### src/rtl/sdcr_pkg.sv
// Purpose: shared constants for the synthesizer divider configuration link
// Assumes: one 20 MHz clock, synchronous active-high reset
// Notes: field positions and timing in one place
`default_nettype none

package sdcr_pkg;
  // ***************************************************
  // word layout
  // ***************************************************
  localparam int WORD_W = 32;
  localparam int SEL_W = 4;
  localparam int BITCNT_W = 5;
  localparam logic [3:0] SEL_INT = 4'h0;
  localparam logic [3:0] SEL_FRAC = 4'h1;
  localparam logic [3:0] SEL_AUX = 4'h2;
  localparam logic [3:0] SEL_PHASE = 4'h3;
  localparam logic [3:0] SEL_REF = 4'h4;
  localparam logic [3:0] SEL_OUTDIV = 4'h6;
  localparam logic [3:0] SEL_LAST = 4'hc;
  localparam logic [31:0] WORD_RESET = 32'h0000_0000;
  // register 0
  localparam int INT_LSB = 4;
  localparam int INT_MSB = 19;
  localparam int PRESC_BIT = 20;
  localparam int AUTOCAL_BIT = 21;
  localparam logic [31:0] R0_KEEP = 32'h003f_ffff;
  localparam logic [15:0] INT_MIN_45 = 16'h0017;
  localparam logic [15:0] INT_MAX_45 = 16'h7fff;
  localparam logic [15:0] INT_MIN_89 = 16'h004b;
  // register 1
  localparam int MAIN_FRACTION_NUMERATOR_LSB = 4;
  localparam int MAIN_FRACTION_NUMERATOR_MSB = 27;
  localparam logic [31:0] R1_KEEP = 32'h0fff_ffff;
  // register 2
  localparam int AUX_FRACTION_MODULUS_LSB = 4;
  localparam int AUX_FRACTION_MODULUS_MSB = 17;
  localparam int AUX_FRACTION_NUMERATOR_LSB = 18;
  localparam int AUX_FRACTION_NUMERATOR_MSB = 31;
  // register 3
  localparam int PHASE_W = 24;
  localparam int PHASE_LSB = 4;
  localparam int PHASE_MSB = 27;
  localparam int PADJ_BIT = 28;
  localparam int RESYNC_BIT = 29;
  localparam int SDDIS_BIT = 30;
  localparam logic [31:0] R3_KEEP = 32'h7fff_ffff;
  // register 4
  localparam int CNTRST_BIT = 4;
  localparam int MUXLVL_BIT = 8;
  localparam int REFMODE_BIT = 9;
  localparam int CP_LSB = 10;
  localparam int CP_MSB = 13;
  localparam int DBLBUF_BIT = 14;
  localparam int RCNT_LSB = 15;
  localparam int RCNT_MSB = 24;
  localparam int HALF_BIT = 25;
  localparam int DOUBLER_BIT = 26;
  localparam int MUX_LSB = 27;
  localparam int MUX_MSB = 29;
  localparam logic [31:0] R4_KEEP = 32'h3fff_ffff;
  localparam logic [9:0] RCNT_ONE = 10'h001;
  // register 6
  localparam int OUTDIV_LSB = 21;
  localparam int OUTDIV_MSB = 23;
  // ***************************************************
  // host side
  // ***************************************************
  localparam logic [7:0] ADDR_DATA = 8'h00;
  localparam logic [7:0] ADDR_STATUS = 8'h04;
  localparam logic [7:0] ADDR_DIV = 8'h08;
  localparam int STAT_BUSY = 0;
  localparam int STAT_REJECT = 1;
  localparam logic [7:0] DIV_RESET = 8'h00;
  localparam logic [7:0] HALF_MIN = 8'h02;
  localparam logic [1:0] RESP_OKAY = 2'h0;
  localparam logic [1:0] RESP_SLVERR = 2'h2;
  typedef enum logic [1:0] {SH_IDLE, SH_LOW, SH_HIGH, SH_LOAD} sdcr_shift_t;
endpackage : sdcr_pkg

`default_nettype wire

### src/rtl/sdcr_if.sv
// Purpose: three-wire serial link between host and divider register bank
// Assumes: all wires synchronous to the system clock
// Notes: host drives every wire; device only listens
`default_nettype none

interface sdcr_if;
  logic ser_clk;
  logic ser_data;
  logic ser_load;
  modport host (output ser_clk, output ser_data, output ser_load);
  modport dev (input ser_clk, input ser_data, input ser_load);
endinterface : sdcr_if

`default_nettype wire

### src/rtl/sdcr_host.sv
// Purpose: AXI4-Lite slave that checks and shifts words to the register bank
// Assumes: serial half period is divider plus two system clocks
// Notes: invalid words and data writes while busy are answered with SLVERR
`default_nettype none

module sdcr_host (
  // clock, reset, enable
  input wire logic i_mclk,
  input wire logic i_sys_rst,
  input wire logic i_ce,
  // AXI4-Lite write
  input wire logic [7:0] s_axi_awaddr,
  input wire logic s_axi_awvalid,
  output logic s_axi_awready,
  input wire logic [31:0] s_axi_wdata,
  input wire logic [3:0] s_axi_wstrb,
  input wire logic s_axi_wvalid,
  output logic s_axi_wready,
  output logic [1:0] s_axi_bresp,
  output logic s_axi_bvalid,
  input wire logic s_axi_bready,
  // AXI4-Lite read
  input wire logic [7:0] s_axi_araddr,
  input wire logic s_axi_arvalid,
  output logic s_axi_arready,
  output logic [31:0] s_axi_rdata,
  output logic [1:0] s_axi_rresp,
  output logic s_axi_rvalid,
  input wire logic s_axi_rready,
  // serial link
  sdcr_if.host link,
  // status
  output logic o_busy
);

  // clear reserved bits that must go out as zero
  function automatic logic [31:0] mask_word(input logic [31:0] w);
    case (w[sdcr_pkg::SEL_W-1:0])
      sdcr_pkg::SEL_INT: mask_word = w & sdcr_pkg::R0_KEEP;
      sdcr_pkg::SEL_FRAC: mask_word = w & sdcr_pkg::R1_KEEP;
      sdcr_pkg::SEL_PHASE: mask_word = w & sdcr_pkg::R3_KEEP;
      sdcr_pkg::SEL_REF: mask_word = w & sdcr_pkg::R4_KEEP;
      default: mask_word = w;
    endcase
  endfunction : mask_word

  // refuse settings the bank cannot use
  function automatic logic word_ok(input logic [31:0] w);
    logic [15:0] iv;
    iv = w[sdcr_pkg::INT_MSB:sdcr_pkg::INT_LSB];
    case (w[sdcr_pkg::SEL_W-1:0])
      sdcr_pkg::SEL_INT: word_ok = w[sdcr_pkg::PRESC_BIT]
        ? (iv >= sdcr_pkg::INT_MIN_89)
        : ((iv >= sdcr_pkg::INT_MIN_45) && (iv <= sdcr_pkg::INT_MAX_45));
      sdcr_pkg::SEL_AUX: word_ok = w[sdcr_pkg::AUX_FRACTION_NUMERATOR_MSB:sdcr_pkg::AUX_FRACTION_NUMERATOR_LSB]
        < w[sdcr_pkg::AUX_FRACTION_MODULUS_MSB:sdcr_pkg::AUX_FRACTION_MODULUS_LSB];
      sdcr_pkg::SEL_PHASE: word_ok =
        !(w[sdcr_pkg::PADJ_BIT] && w[sdcr_pkg::RESYNC_BIT])
        && !(w[sdcr_pkg::PADJ_BIT] && !w[sdcr_pkg::SDDIS_BIT])
        && !(w[sdcr_pkg::RESYNC_BIT] && w[sdcr_pkg::SDDIS_BIT]);
      default: word_ok = (w[sdcr_pkg::SEL_W-1:0] <= sdcr_pkg::SEL_LAST);
    endcase
  endfunction : word_ok

  // ***************************************************
  // write channel
  // ***************************************************
  logic aw_full;
  logic w_full;
  logic [7:0] aw_addr;
  logic [31:0] w_data;
  logic [7:0] half_div;
  logic reject;
  logic start;
  logic do_write;
  sdcr_pkg::sdcr_shift_t state;

  assign s_axi_awready = !aw_full && !s_axi_bvalid;
  assign s_axi_wready = !w_full && !s_axi_bvalid;
  assign do_write = aw_full && w_full && !s_axi_bvalid;
  assign start = do_write && (aw_addr == sdcr_pkg::ADDR_DATA) && !o_busy && word_ok(w_data);
  assign o_busy = (state != sdcr_pkg::SH_IDLE);

  // hold address and data until both arrived
  always_ff @(posedge i_mclk) begin
    if (i_sys_rst) begin
      aw_full <= 1'b0;
      w_full <= 1'b0;
      aw_addr <= 8'h00;
      w_data <= sdcr_pkg::WORD_RESET;
    end else if (i_ce) begin
      if (s_axi_awvalid && s_axi_awready) begin
        aw_full <= 1'b1;
        aw_addr <= s_axi_awaddr;
      end else if (do_write) begin
        aw_full <= 1'b0;
      end
      if (s_axi_wvalid && s_axi_wready) begin
        w_full <= 1'b1;
        w_data <= s_axi_wdata;
      end else if (do_write) begin
        w_full <= 1'b0;
      end
    end
  end

  // register effects and write response
  always_ff @(posedge i_mclk) begin
    if (i_sys_rst) begin
      s_axi_bvalid <= 1'b0;
      s_axi_bresp <= sdcr_pkg::RESP_OKAY;
      half_div <= sdcr_pkg::DIV_RESET;
      reject <= 1'b0;
    end else if (i_ce) begin
      if (do_write) begin
        s_axi_bvalid <= 1'b1;
        s_axi_bresp <= sdcr_pkg::RESP_OKAY;
        case (aw_addr)
          sdcr_pkg::ADDR_DATA: begin
            if (!start) begin
              s_axi_bresp <= sdcr_pkg::RESP_SLVERR;
              reject <= 1'b1;
            end
          end
          sdcr_pkg::ADDR_STATUS: begin
            if (s_axi_wstrb[0] && w_data[sdcr_pkg::STAT_REJECT]) begin
              reject <= 1'b0;
            end
          end
          sdcr_pkg::ADDR_DIV: begin
            if (s_axi_wstrb[0]) begin
              half_div <= w_data[7:0];
            end
          end
          default: s_axi_bresp <= sdcr_pkg::RESP_SLVERR;
        endcase
      end else if (s_axi_bvalid && s_axi_bready) begin
        s_axi_bvalid <= 1'b0;
      end
    end
  end

  // ***************************************************
  // read channel
  // ***************************************************
  assign s_axi_arready = !s_axi_rvalid;

  always_ff @(posedge i_mclk) begin
    if (i_sys_rst) begin
      s_axi_rvalid <= 1'b0;
      s_axi_rdata <= sdcr_pkg::WORD_RESET;
      s_axi_rresp <= sdcr_pkg::RESP_OKAY;
    end else if (i_ce) begin
      if (s_axi_arvalid && s_axi_arready) begin
        s_axi_rvalid <= 1'b1;
        s_axi_rresp <= sdcr_pkg::RESP_OKAY;
        case (s_axi_araddr)
          sdcr_pkg::ADDR_DATA: s_axi_rdata <= w_data;
          sdcr_pkg::ADDR_STATUS: s_axi_rdata <= {30'h0000_0000, reject, o_busy};
          sdcr_pkg::ADDR_DIV: s_axi_rdata <= {24'h00_0000, half_div};
          default: begin
            s_axi_rdata <= sdcr_pkg::WORD_RESET;
            s_axi_rresp <= sdcr_pkg::RESP_SLVERR;
          end
        endcase
      end else if (s_axi_rvalid && s_axi_rready) begin
        s_axi_rvalid <= 1'b0;
      end
    end
  end

  // ***************************************************
  // serial shifter
  // ***************************************************
  logic [31:0] sh;
  logic [4:0] bits;
  logic [7:0] tmr;
  logic tmr_done;
  logic [7:0] tmr_load;

  assign tmr_done = (tmr == 8'h00);
  assign tmr_load = half_div + sdcr_pkg::HALF_MIN - 8'h01;

  // msb first, data stable over each high phase, then load pulse
  always_ff @(posedge i_mclk) begin
    if (i_sys_rst) begin
      state <= sdcr_pkg::SH_IDLE;
      sh <= sdcr_pkg::WORD_RESET;
      bits <= 5'h00;
      tmr <= 8'h00;
      link.ser_clk <= 1'b0;
      link.ser_data <= 1'b0;
      link.ser_load <= 1'b0;
    end else if (i_ce) begin
      if (!tmr_done) begin
        tmr <= tmr - 8'h01;
      end
      case (state)
        sdcr_pkg::SH_IDLE: begin
          if (start) begin
            sh <= mask_word(w_data);
            bits <= 5'h1f;
            tmr <= tmr_load;
            link.ser_data <= 1'(mask_word(w_data) >> (sdcr_pkg::WORD_W - 1));
            state <= sdcr_pkg::SH_LOW;
          end
        end
        sdcr_pkg::SH_LOW: begin
          if (tmr_done) begin
            link.ser_clk <= 1'b1;
            tmr <= tmr_load;
            state <= sdcr_pkg::SH_HIGH;
          end
        end
        sdcr_pkg::SH_HIGH: begin
          if (tmr_done) begin
            link.ser_clk <= 1'b0;
            tmr <= tmr_load;
            sh <= {sh[30:0], 1'b0};
            link.ser_data <= sh[30];
            if (bits == 5'h00) begin
              link.ser_load <= 1'b1;
              link.ser_data <= 1'b0;
              state <= sdcr_pkg::SH_LOAD;
            end else begin
              bits <= bits - 5'h01;
              state <= sdcr_pkg::SH_LOW;
            end
          end
        end
        sdcr_pkg::SH_LOAD: begin
          if (tmr_done) begin
            link.ser_load <= 1'b0;
            state <= sdcr_pkg::SH_IDLE;
          end
        end
        default: state <= sdcr_pkg::SH_IDLE;
      endcase
    end
  end

endmodule : sdcr_host

`default_nettype wire

### src/flat_wrapper.sv
// flat-port wrapper written by rule: the top's interface ports become plain ports
module sdcr_host_flat 
  (i_mclk, i_sys_rst, i_ce, s_axi_awaddr, s_axi_awvalid, s_axi_awready, s_axi_wdata, s_axi_wstrb, s_axi_wvalid, s_axi_wready, s_axi_bresp, s_axi_bvalid, s_axi_bready, s_axi_araddr, s_axi_arvalid, s_axi_arready, s_axi_rdata, s_axi_rresp, s_axi_rvalid, s_axi_rready, o_busy, link_ser_clk, link_ser_data, link_ser_load);
  sdcr_if link_i ();
  input wire logic i_mclk;
  input wire logic i_sys_rst;
  input wire logic i_ce;
  input wire logic [7:0] s_axi_awaddr;
  input wire logic s_axi_awvalid;
  output logic s_axi_awready;
  input wire logic [31:0] s_axi_wdata;
  input wire logic [3:0] s_axi_wstrb;
  input wire logic s_axi_wvalid;
  output logic s_axi_wready;
  output logic [1:0] s_axi_bresp;
  output logic s_axi_bvalid;
  input wire logic s_axi_bready;
  input wire logic [7:0] s_axi_araddr;
  input wire logic s_axi_arvalid;
  output logic s_axi_arready;
  output logic [31:0] s_axi_rdata;
  output logic [1:0] s_axi_rresp;
  output logic s_axi_rvalid;
  input wire logic s_axi_rready;
  output logic o_busy;
  output wire logic [$bits(link_i.ser_clk)-1:0] link_ser_clk;
  output wire logic [$bits(link_i.ser_data)-1:0] link_ser_data;
  output wire logic [$bits(link_i.ser_load)-1:0] link_ser_load;
  assign link_ser_clk = link_i.ser_clk;
  assign link_ser_data = link_i.ser_data;
  assign link_ser_load = link_i.ser_load;
  sdcr_host u_core (.i_mclk(i_mclk), .i_sys_rst(i_sys_rst), .i_ce(i_ce), .s_axi_awaddr(s_axi_awaddr), .s_axi_awvalid(s_axi_awvalid), .s_axi_awready(s_axi_awready), .s_axi_wdata(s_axi_wdata), .s_axi_wstrb(s_axi_wstrb), .s_axi_wvalid(s_axi_wvalid), .s_axi_wready(s_axi_wready), .s_axi_bresp(s_axi_bresp), .s_axi_bvalid(s_axi_bvalid), .s_axi_bready(s_axi_bready), .s_axi_araddr(s_axi_araddr), .s_axi_arvalid(s_axi_arvalid), .s_axi_arready(s_axi_arready), .s_axi_rdata(s_axi_rdata), .s_axi_rresp(s_axi_rresp), .s_axi_rvalid(s_axi_rvalid), .s_axi_rready(s_axi_rready), .link(link_i), .o_busy(o_busy));
endmodule
### config.mk
export PLATFORM = sky130hd
export DESIGN_NAME = sdcr_host_flat
export DESIGN_NICKNAME = d
export VERILOG_FILES = /design/src/rtl/sdcr_pkg.sv /design/src/rtl/sdcr_if.sv /design/src/rtl/sdcr_host.sv /design/src/flat_wrapper.sv
export SDC_FILE = /design/constraint.sdc
export NUM_CORES = 1
export LEC_CHECK = 0
export BUFFER_PORTS_ARGS = -buffer_cell sky130_fd_sc_hd__buf_2
export CAP_MARGIN = 20
export CORE_ASPECT_RATIO = 1.1
export CORE_UTILIZATION = 57
export DETAILED_ROUTE_END_ITERATION = 6
export PLACE_DENSITY = 0.8
export SLEW_MARGIN = 20
export SYNTH_ARGS = -nofsm -noshare
export SYNTH_HDL_FRONTEND = slang
export SYNTH_SLANG_ARGS = --single-unit
export TNS_END_PERCENT = 30
### constraint.sdc
create_clock -name i_mclk -period 3.1 [get_ports i_mclk]
set_input_delay 0.31 -clock i_mclk [delete_from_list [all_inputs] [get_ports i_mclk]]
set_output_delay 0.31 -clock i_mclk [all_outputs]
set_load 0.02 [all_outputs]
**Word-level counts from Yosys, hierarchy flattened**

Index checks and enable logic that the tools add are counted.

- Register bits: 138
- Bits of input ports: 60
- Output and inout bits: 45
- Logic and storage cells: 151

- Add/subtract/negate cells: 4
- Magnitude comparators: 5
- Equal/unequal tests: 19
- Muxes and demuxes: 44
- Reduce and logical (&&, ||, !) cells: 61

Operator list:

| kind | count |
|---|---|
| $pmux W32 S4 | 1 |
| $pmux W32 S3 | 1 |
| $mux W31 | 2 |
| $pmux W31 S2 | 1 |
| $logic_not A8 Y1 | 3 |
| $mux W8 | 3 |
| $reduce_and A5 Y1 | 4 |
| $logic_and A1 B1 Y1 | 19 |
| $reduce_bool A2 Y1 | 9 |
| $mux W1 | 17 |
| $eq A8 B3 Y1 const B | 2 |
| $eq A8 B4 Y1 const B | 2 |
| $ge A16 B5 Y1 const B | 1 |
| $ge A16 B7 Y1 const B | 1 |
| $le A16 B15 Y1 const B | 1 |
| $pmux W8 S2 | 1 |
| $reduce_and A2 Y1 | 8 |
| $sub A8 B1 Y8 const B | 2 |
| $mux W5 | 3 |
| $lt A14 B14 Y1 | 1 |
| $mux W2 | 7 |
| $ne A2 B1 Y1 const B | 6 |
| $reduce_and A4 Y1 | 3 |
| $pmux W5 S2 | 1 |
| other kinds (19) | 34 |

**Longest topological paths before layout**

Gate-level depths: netlist of run 1.

- Depth in word-level cells: 9
- Depth in mapped cells: 12
- Mapped depth without buffers: 9

**Least setup slack after synthesis of run 1**

OpenSTA, ideal clock, no wires.

- Path type: reg-to-reg
- Start: reg u_core.w_data[12]
- End: reg u_core.sh[19]
- Library setup time: 0.146 ns
- Arrival: 2.519 ns
- Data required time: 2.954 ns
- Setup slack: 0.435 ns
- Stages on the path, launching flop included: 10
- Path buffers: 1
- Clock period less this slack: 2.665 ns
- Cells stage by stage: dfxtp_1 -> inv_1 -> ha_1 -> and3_1 -> a221o_1 -> a211oi_1 -> o21ai_1 -> a311oi_4 -> buf_4 -> a211oi_2

- Longest elaborated chain between the ends: 7
- Elaborated cells between the ends (all ways): 10
- Those cells by class: 4 x order compare; 1 x eq/ne; 2 x mux; 3 x reduce/logical

RTL lines:

| element | line | RTL |
|---|---|---|
| from (decl) | sdcr_host.sv:71 | `logic [31:0] w_data;` |
| from (signal assigned) | sdcr_host.sv:90 | `w_data <= sdcr_pkg::WORD_RESET;` |
| from (signal assigned) | sdcr_host.sv:100 | `w_data <= s_axi_wdata;` |
| $ge A16 B5 Y1 / $le A16 B15 Y1 (equally long branches) | sdcr_host.sv:54 | `: ((iv >= sdcr_pkg::INT_MIN_45) && (iv <= sdcr_pkg::INT_MAX_45));` |
| $logic_and A1 B1 Y1 | sdcr_host.sv:54 |  |
| $mux W1 | sdcr_host.sv:53 | `? (iv >= sdcr_pkg::INT_MIN_89)` |
| $pmux W1 S3 (*) | sdcr_host.sv:51 | `case (w[sdcr_pkg::SEL_W-1:0])` |
| $logic_and A1 B1 Y1 (*) | sdcr_host.sv:81 | `assign start = do_write && (aw_addr == sdcr_pkg::ADDR_DATA) && !o_busy && word_ok(w_data);` |
| $ne A2 B1 Y1 (no line) (*) | n/a |  |
| $reduce_and A4 Y1 (no line) (*) | n/a |  |
| to (signal assigned) | sdcr_host.sv:188 | `sh <= sdcr_pkg::WORD_RESET;` |
| to (signal assigned) | sdcr_host.sv:201 | `sh <= mask_word(w_data);` |
| to (signal assigned) | sdcr_host.sv:219 | `sh <= {sh[30:0], 1'b0};` |
| to (decl) | sdcr_host.sv:175 | `logic [31:0] sh;` |

Mark *: on every way between the ends. The rest lies on a longest branch, timed or not.
A chain may end at the register's enable or synchronous reset.

**Worst setup path after layout of run 1**

- Start: reg u_core.state[1]
- End: reg u_core.bits[2]

- Longest elaborated chain between the ends: 6
- Elaborated cells between the ends (all ways): 12
- Those cells by class: 4 x eq/ne; 1 x mux; 7 x reduce/logical

RTL lines:

| element | line | RTL |
|---|---|---|
| from (decl) | sdcr_host.sv:76 | `sdcr_pkg::sdcr_shift_t state;` |
| from (signal assigned) | sdcr_host.sv:187 | `state <= sdcr_pkg::SH_IDLE;` |
| from (signal assigned) | sdcr_host.sv:205 | `state <= sdcr_pkg::SH_LOW;` |
| from (signal assigned) | sdcr_host.sv:212 | `state <= sdcr_pkg::SH_HIGH;` |
| $reduce_bool A2 Y1 | sdcr_host.sv:82 | `assign o_busy = (state != sdcr_pkg::SH_IDLE);` |
| $logic_not A1 Y1 | sdcr_host.sv:81 |  |
| $logic_and A1 B1 Y1 (2 in a row) | sdcr_host.sv:81 |  |
| $ne A2 B1 Y1 (no line) | n/a |  |
| $reduce_and A5 Y1 (no line) | n/a |  |
| to (signal assigned) | sdcr_host.sv:226 | `bits <= bits - 5'h01;` |
| to (decl) | sdcr_host.sv:176 | `logic [4:0] bits;` |

Several ways; a longest one is shown, not always the timed one.

==> results.toml, run 1 <==
[outcome]
outcome = "finished, final reports clean"

[sta]
slew_violations = 0
whs_ps = 125
worstMarginPinSlew_ps = 690
period_share_pct = 92.6
skew_ps = 7.31
hold_viol = 0
setup_tns_ps = 0
setup_ws_ps = 228
rsz0062_at_grt = "false"
period_minus_slack_ps = 2870
setup_viol = 0
maxSlewHeadroom_pct = 54.0
timing.fmax_mhz = 348

[pwr]
finalPower_mw = 5.01
power_density_mw_per_mm2 = 636
power_leakage_nw = 3.09
ir_worst_vdd_uv = 473

[global_routing]
grt_max_degree = 73
grt_pass1_wl_mm = 28.8
antenna_found_initial = 0
first_global_vias = 6038
grt_use_total_pct = 30.4
grt.overflow.total = 0

[clock_tree]
clk_pin_slew_worst_paths_ps = 60
root_buffer = "clkbuf_16"
clockBufferDepth = 2
cts_tree = "done"
htree_levels = 4
cts_hold_buf = 0
clk_latency_ps = 420
clock_sinks = 136
cts_buffers = 17

[worst_setup_path]
path_class = "reg -> reg"
start_kind = "register"
worstPathRequired_ps = 3410
cp-end-kind = "register"
cp_max_fo = 8
cp.arrival_ps = 3180

[synth]
synth_edf_count = 0
synth_xor_area_share_pct = 1.20
synth_compound_area_share_pct = 24.1
synth_top_family_by_area = "compound AO/OA/AOI/OAI gates"
synth_area_mm2 = 0.00658
synth_cells = 772
synth-seq-cells = 136
yosys_warnings = 0
synthDistinctLibCells = 62
synth-simple-area-share_pct = 18.1
synth_ff_type = "dfxtp_1"
ys_seq_area_share_pct = 41.4
muxShareOfSynthArea_pct = 5.59
ys_async_sr_fraction_pct = 0
synth_adder_area_share_pct = 4.18
synth_area_per_cell_um2 = 8.52

[floorplan]
dieArea_mm2 = 0.0120
ioPinCount = 105
die-height_um = 115
core_area_mm2 = 0.0111
initial_core_util_pct = 59.5
die_w_um = 104
num_rows = 40

[final_layout]
diodes = 0
final_common_cell = "dfxtp_1"
drive_gt1_share_pct = 22.4
mostFrequentLayoutCells = "136 x dfxtp_1, 110 x nand2_1, 98 x nor2_1, 98 x buf_2, 63 x a21oi_1"
final_nets = 941
fill_cells = 837
area_delta_synth_final_pct = 19.7

[placement]
numPortBuffers = 99
place_ws_ps = 111
hpwlAfterDp_mm = 12.0
gp_congestion = 0.857

[routing]
drt-pass1-iter-count = 6
routed_wl_mm = 17.7
ant_nets = 0
drc = 0
vias = 6119
viasPerCell = 6.01
wl_per_cell_um = 17.4
first_iter_violations = 461

[flow_run]
drv_cap = 0

[hold_path]
min-delay-path-class = "in -> reg"
-- layout make-up --
type / count / area, um2 / share of cell area (%)
Clock buffer: 20 / 457 / 5.80
Clock inverter: 11 / 171 / 2.18
Inverter: 28 / 105 / 1.33
Multi-Input combinational cell: 555 / 3520 / 44.7
Sequential cell: 136 / 2720 / 34.6
Tap cell: 147 / 184 / 2.33
Timing Repair Buffer: 121 / 713 / 9.05
-- repair_timing --
item / 4_1_cts / 5_1_grt
buffers inserted: 0 / 1
resized for setup: 0 / 2
setup endpoints to repair: 0 / 34
-- layer usage --
layer  track usage, %  share of wire [%]  wire length (um)  up-vias
met3             5.86                4.5               795       51
li1                 -                  -                 -     2910
met2             55.2                 53              9390      225
met5                0                  0                 0        -
met1             33.7                 39              6990     2933
met4             15.9                3.0               527        0
-- sequential cells by signal, summed over array words and instances (netlist names) --
register / flops
u_core.half_div: 8
u_core.link.ser_load: 1
u_core.s_axi_bvalid: 1
u_core.link.ser_clk: 1
u_core.link.ser_data: 1
u_core.tmr: 8
u_core.s_axi_bresp: 1
u_core.w_data: 32
u_core.state: 2
u_core.s_axi_rdata: 32
u_core.aw_addr: 8
u_core.sh: 31
u_core.aw_full: 1
u_core.reject: 1
u_core.s_axi_rvalid: 1
u_core.bits: 5
u_core.w_full: 1
u_core.s_axi_rresp: 1
-- synthesized netlist by cell type, drive strengths merged (6+ instances only) --
| cell type | instances | area share [%] |
|---|---|---|
| dfxtp | 136 | 41 |
| nand2 | 110 | 6.3 |
| nor2 | 99 | 5.6 |
| a21oi | 63 | 4.8 |
| clkbuf | 43 | 2.5 |
| a211oi | 38 | 6.5 |
| a22oi | 38 | 4.3 |
| mux2i | 30 | 4.6 |
| inv | 28 | 1.6 |
| ha | 22 | 4.2 |
| o21ai | 17 | 1.3 |
| a31oi | 12 | 1.1 |
| buf | 11 | 1.3 |
| nor3 | 10 | 0.76 |
| nor2b | 9 | 0.86 |
| nand3 | 8 | 0.61 |
| mux2 | 6 | 1.0 |
| nor4 | 6 | 0.57 |
-- worst paths after layout --
path,start,endpoint,slack [ps],depth (start not counted)
min reg2reg,u_core.aw_addr[0],u_core.aw_addr[0],470,2
max,u_core.state[1],u_core.bits[2],230,10
max reg2reg,u_core.state[1],u_core.bits[2],230,10
min,s_axi_wdata[12],u_core.w_data[12],130,3
-- worst max-delay path: stages (launching register included) --
cell and delay, ps:
dfxtp_1 370, inv_1 100, ha_1 200, nor4bb_1 250, nand4_1 270, a311o_1 360, o22a_1 250, buf_4 180
a31oi_1 410, nand2_1 110, a32o_1 270
-- per-stage QoR --
stage               instances  area, um2  utilization, %
finish                   1018       7880            71.2
floorplan                 773       6580               -
CTS                      1017       7850            71.0
detailed placement        986       7220            65.3
global placement          986       7220            65.3
global route             1018       7880            71.2
-- logic make-up (layout without fill, tap and decap cells) --
logic type      after synthesis  in the layout
xor+xnor                      9              9
other cells                   1              2
buf+inv                      82            180
fa+ha+maj                    22             22
mux                          36             36
simple gates                273            273
compound gates              213            213
flops                       136            136
-- power by group --
group          internal [mW]  leakage [nW]  switching (mW)
clock                   1.39         0.302           0.750
combinational          0.400          1.68           0.534
sequential              1.83          1.10           0.104
No activity file was read; power rests on OpenSTA's default activity.
==> inputs of run 2 (changes only) <==
CELL_PAD_IN_SITES_DETAIL_PLACEMENT = 1   (was unset)
CELL_PAD_IN_SITES_GLOBAL_PLACEMENT = 1   (was unset)
CORE_UTILIZATION = 42   (was 57)
PLACE_DENSITY = unset   (was 0.8)
PLACE_DENSITY_LB_ADDON = 0.1   (was unset)
SETUP_SLACK_MARGIN = 0.3   (was unset)
==> results.toml, run 2 (same netlist as run 1, synthesis figures left out) <==
[sta]
maxSlewHeadroom_pct = 50.2
setup_tns_ps = 0
rsz0062_at_grt = "true"
hold_viol = 0
period_share_pct = 86.2
worstMarginPinSlew_ps = 747
period_minus_slack_ps = 2670
setup_ws_ps = 429
timing.fmax_mhz = 374
skew_ps = 9.81
slew_violations = 0
setup_viol = 0

[placement]
gp_congestion = 0.849
place_ws_ps = 20.9
dp_cells = 1034
hpwlAfterDp_mm = 13.6
numPortBuffers = 99
dpl_cell_area_mm2 = 0.00728

[final_layout]
fin_cells = 1071
area_delta_synth_final_pct = 22.7
final_nets = 944
top_regs = "u_core.s_axi_rdata (32), u_core.w_data (32), u_core.sh (31)"
mostFrequentLayoutCells = "134 x dfxtp_1, 110 x nand2_1, 98 x nor2_1, 98 x buf_2, 63 x a21oi_1"
fill_cells = 1823
diodes = 0
drive_gt1_share_pct = 24.8
final_common_cell = "dfxtp_1"
final_area_mm2 = 0.00807

[pwr]
ir_worst_vdd_uv = 415
finalPower_mw = 5.04
power_leakage_nw = 3.12
power_density_mw_per_mm2 = 624

[clock_tree]
clockBufferDepth = 2
root_buffer = "clkbuf_16"
cts_buffers = 17
clk_pin_slew_worst_paths_ps = 60
cts_tree = "done"
clock_sinks = 136
clk_latency_ps = 420
htree_levels = 4

[floorplan]
core_area_mm2 = 0.0152
die_w_um = 121
num_rows = 47
dieArea_mm2 = 0.0162
die-height_um = 133
initial_core_util_pct = 43.4
ioPinCount = 105

[hold_path]
hold_depth = 3
min-delay-path-class = "in -> reg"
hold_start = "s_axi_wdata[14]"

[worst_setup_path]
worstPathRequired_ps = 3390
cp.arrival_ps = 2960
cp_max_fo = 15
regToRegStartpoint = "u_core.w_data[12]"
start_kind = "register"
path_class = "reg -> reg"
cp-end-kind = "register"
setup.worst_path.start = "u_core.w_data[12]"
r2r_cells = 10

[global_routing]
grt.overflow.total = 0
grt_use_total_pct = 24.9
antenna_found_initial = 0
first_global_vias = 6482
grt_max_degree = 78
grt_pass1_wl_mm = 31.6

[routing]
wl_per_cell_um = 18.2
ant_nets = 0
drc = 0
viasPerCell = 5.66
drt-pass1-iter-count = 4
first_iter_violations = 255
vias = 6065
routed_wl_mm = 19.5

[flow_run]
drv_cap = 0

[outcome]
outcome = "finished, final reports clean"
[run 2: path summary, 6_finish.rpt]
path	end	slack (ps)
worst max-delay path	u_core.sh[4]	430
worst max register to register	u_core.sh[4]	430
worst min-delay path	u_core.w_data[14]	120
worst min register to register	u_core.aw_addr[1]	470
[run 2: repair_timing]
action / CTS / global route
hold buffers: 0 / 0
resized for setup: 8 / 17
endpoints found under the setup margin: 42 / 43
buffers inserted: 3 / 0
cloned: 1 / 1
pin swaps: 2 / 0
[run 2: cell type report]
| class | instances | area (um2) | area share [%] |
|---|---|---|---|
| flip-flops and latches | 136 | 2730 | 33.8 |
| inverters | 28 | 105 | 1.30 |
| clock buffers | 19 | 453 | 5.61 |
| repair buffers | 124 | 769 | 9.53 |
| multi-input cells | 555 | 3610 | 44.7 |
| well taps | 196 | 245 | 3.04 |
| clock inverters | 13 | 168 | 2.08 |
[run 2: worst max-delay path: stages (launching register included)]
cell,delay [ps]
dfxtp_2,360
inv_1,50
ha_1,300
and3_1,200
a221o_1,360
a211oi_2,240
o21ai_2,120
a311oi_4,300
buf_6,190
bufbuf_16,310
a211oi_2,90
[run 2: where the power goes]
part | internal, mW | switching [mW] | leakage (nW)
sequential | 1.83 | 0.102 | 1.10
combinational | 0.417 | 0.567 | 1.72
clock | 1.32 | 0.801 | 0.300
total | 3.57 | 1.47 | 3.12
[run 2: metrics by stage]
stage                     hold slack, ps  util [%]
after floorplan                      436         -
after global placement               443      48.0
after detailed placement             451      48.0
after CTS                            109      52.5
after global routing                 121      53.2
final                                122      53.2
[run 2: layer usage]
layer  vias to the layer above  part of all wire, %  GRT usage (%)
li1                       2919                    -              -
met2                       116                   53           46.2
met1                      2988                   41           26.8
met3                        42                  3.2           5.39
met4                         0                  2.8           10.8
met5                         -                    0              0
==> inputs of run 3 (changes only) <==
CELL_PAD_IN_SITES_DETAIL_PLACEMENT = unset   (was 1)
CELL_PAD_IN_SITES_GLOBAL_PLACEMENT = unset   (was 1)
CORE_UTILIZATION = 59   (was 42)
CTS_BUF_LIST = sky130_fd_sc_hd__clkbuf_4 sky130_fd_sc_hd__clkbuf_8   (was unset)
PLACE_DENSITY = 0.83   (was unset)
PLACE_DENSITY_LB_ADDON = unset   (was 0.1)
==> results.toml, run 3 (same netlist as run 1, synthesis figures left out) <==
[worst_setup_path]
regToRegStartpoint = "u_core.w_data[12]"
r2r-end = "u_core.bits[2]"
cp-end-kind = "register"
setup.worst_path.start = "u_core.w_data[12]"
path_class = "reg -> reg"
cp_max_fo = 5
r2r_slack_ps = 380
start_kind = "register"
worstPathRequired_ps = 3440
r2r_cells = 10
crit_end = "u_core.bits[2]"
cp.arrival_ps = 3060

[clock_tree]
cts_buffers = 17
clk_pin_slew_worst_paths_ps = 80
htree_levels = 4
root_buffer = "clkbuf_8"
clk_latency_ps = 450
clock_sinks = 136
clockBufferDepth = 2
cts_tree = "done"

[floorplan]
dieArea_mm2 = 0.0116
initial_core_util_pct = 60.3
die_w_um = 103
die-height_um = 113
core_area_mm2 = 0.0109
num_rows = 40
ioPinCount = 105

[outcome]
violations = "design-rule violations"
outcome = "finished with violations"

[routing]
drt-pass1-iter-count = 7
drc = 1
vias = 6127
first_iter_violations = 482
viasPerCell = 5.99
routed_wl_mm = 17.9
wl_per_cell_um = 17.5
ant_nets = 0

[final_layout]
top_regs = "u_core.s_axi_rdata (32), u_core.w_data (32), u_core.sh (31)"
area_delta_synth_final_pct = 18.9
final_nets = 945
drive_gt1_share_pct = 24.8
mostFrequentLayoutCells = "131 x dfxtp_1, 110 x nand2_1, 98 x nor2_1, 98 x buf_2, 63 x a21oi_1"
diodes = 0
final_common_cell = "dfxtp_1"

[sta]
timing.fmax_mhz = 368
maxSlewHeadroom_pct = 52.3
setup_ws_ps = 382
slew_violations = 0
rsz0062_at_grt = "false"
setup_viol = 0
setup_tns_ps = 0
period_minus_slack_ps = 2720
hold_viol = 0
worstMarginPinSlew_ps = 715
skew_ps = 12.6
period_share_pct = 87.7

[global_routing]
grt_max_degree = 67
first_global_vias = 5932
antenna_found_initial = 0
grt.overflow.total = 0
grt_use_total_pct = 31.8
grt_pass1_wl_mm = 28.5

[placement]
numPortBuffers = 99
hpwlAfterDp_mm = 11.8
place_ws_ps = 79.3
gp_congestion = 0.956

[pwr]
power_density_mw_per_mm2 = 580
ir_worst_vdd_uv = 382
power_leakage_nw = 3.04

[hold_path]
min-delay-path-class = "in -> reg"

[flow_run]
drv_cap = 0
-- run 3: area by class of cell --
type	count	area [um2]
clock inverters	13	195
flip-flops and latches	136	2730
clock buffers	19	255
multi-input cells	555	3600
well taps	147	184
fillers	877	3090
inverters	28	105
repair buffers	125	749
-- run 3: worst min path at each step --
stage / start / endpoint / slack, ps / cells past startpoint
6_report: s_axi_wdata[12] / u_core.w_data[12] / 90 / 3
5_1_grt: s_axi_wdata[12] / u_core.w_data[12] / 70 / 3
4_1_cts: s_axi_wdata[12] / u_core.w_data[12] / 70 / 3
3_5_place_dp: u_core.aw_addr[4] / u_core.aw_addr[4] / 460 / 2
3_3_place_gp: u_core.aw_addr[1] / u_core.aw_addr[1] / 440 / 2
2_1_floorplan: u_core.aw_addr[4] / u_core.aw_addr[4] / 440 / 2
-- run 3: metal layers --
layer,up-vias,share of wire [%],global-route usage [%]
li1,2914,-,-
met1,2936,39,35.7
met2,228,52,55.2
met3,49,5.3,7.47
met4,0,3.5,16.3
met5,-,0,0
-- run 3: power breakdown --
part | internal (mW) | leakage [nW] | total, mW | switching, mW
clock network | 0.915 | 0.216 | 1.63 | 0.718
registers | 1.83 | 1.10 | 1.94 | 0.106
logic | 0.413 | 1.72 | 0.969 | 0.556
total | 3.16 | 3.04 | 4.54 | 1.38
-- run 3: stage by stage --
step	power (mW)	hold slack [ps]	std cells	cell area, um2	utilization (%)
CTS	4.51	73.2	1022	7770	71.3
floorplan	2.65	436	773	6580	-
global placement	2.84	443	986	7200	66.0
finish	4.54	90.5	1023	7820	71.7
detailed placement	2.88	458	986	7200	66.0
global route	4.75	71.2	1023	7820	71.7
-- run 3: worst max-delay path, cell delays in order, from the launching register on --
cell	delay (ps)
dfxtp_4	390
inv_1	50
ha_1	300
and3_1	200
a221o_1	360
a211oi_4	280
o21ai_4	130
buf_4	160
a31oi_1	370
nand2_1	100
a32o_1	260
-- run 3: repair_timing --
item,CTS,global route
pin swaps,4,3
cloned,2,0
endpoints found under the setup margin,38,42
setup buffers,2,1
gates resized for setup,14,13
hold endpoints to repair,0,0
hold buffers,0,0
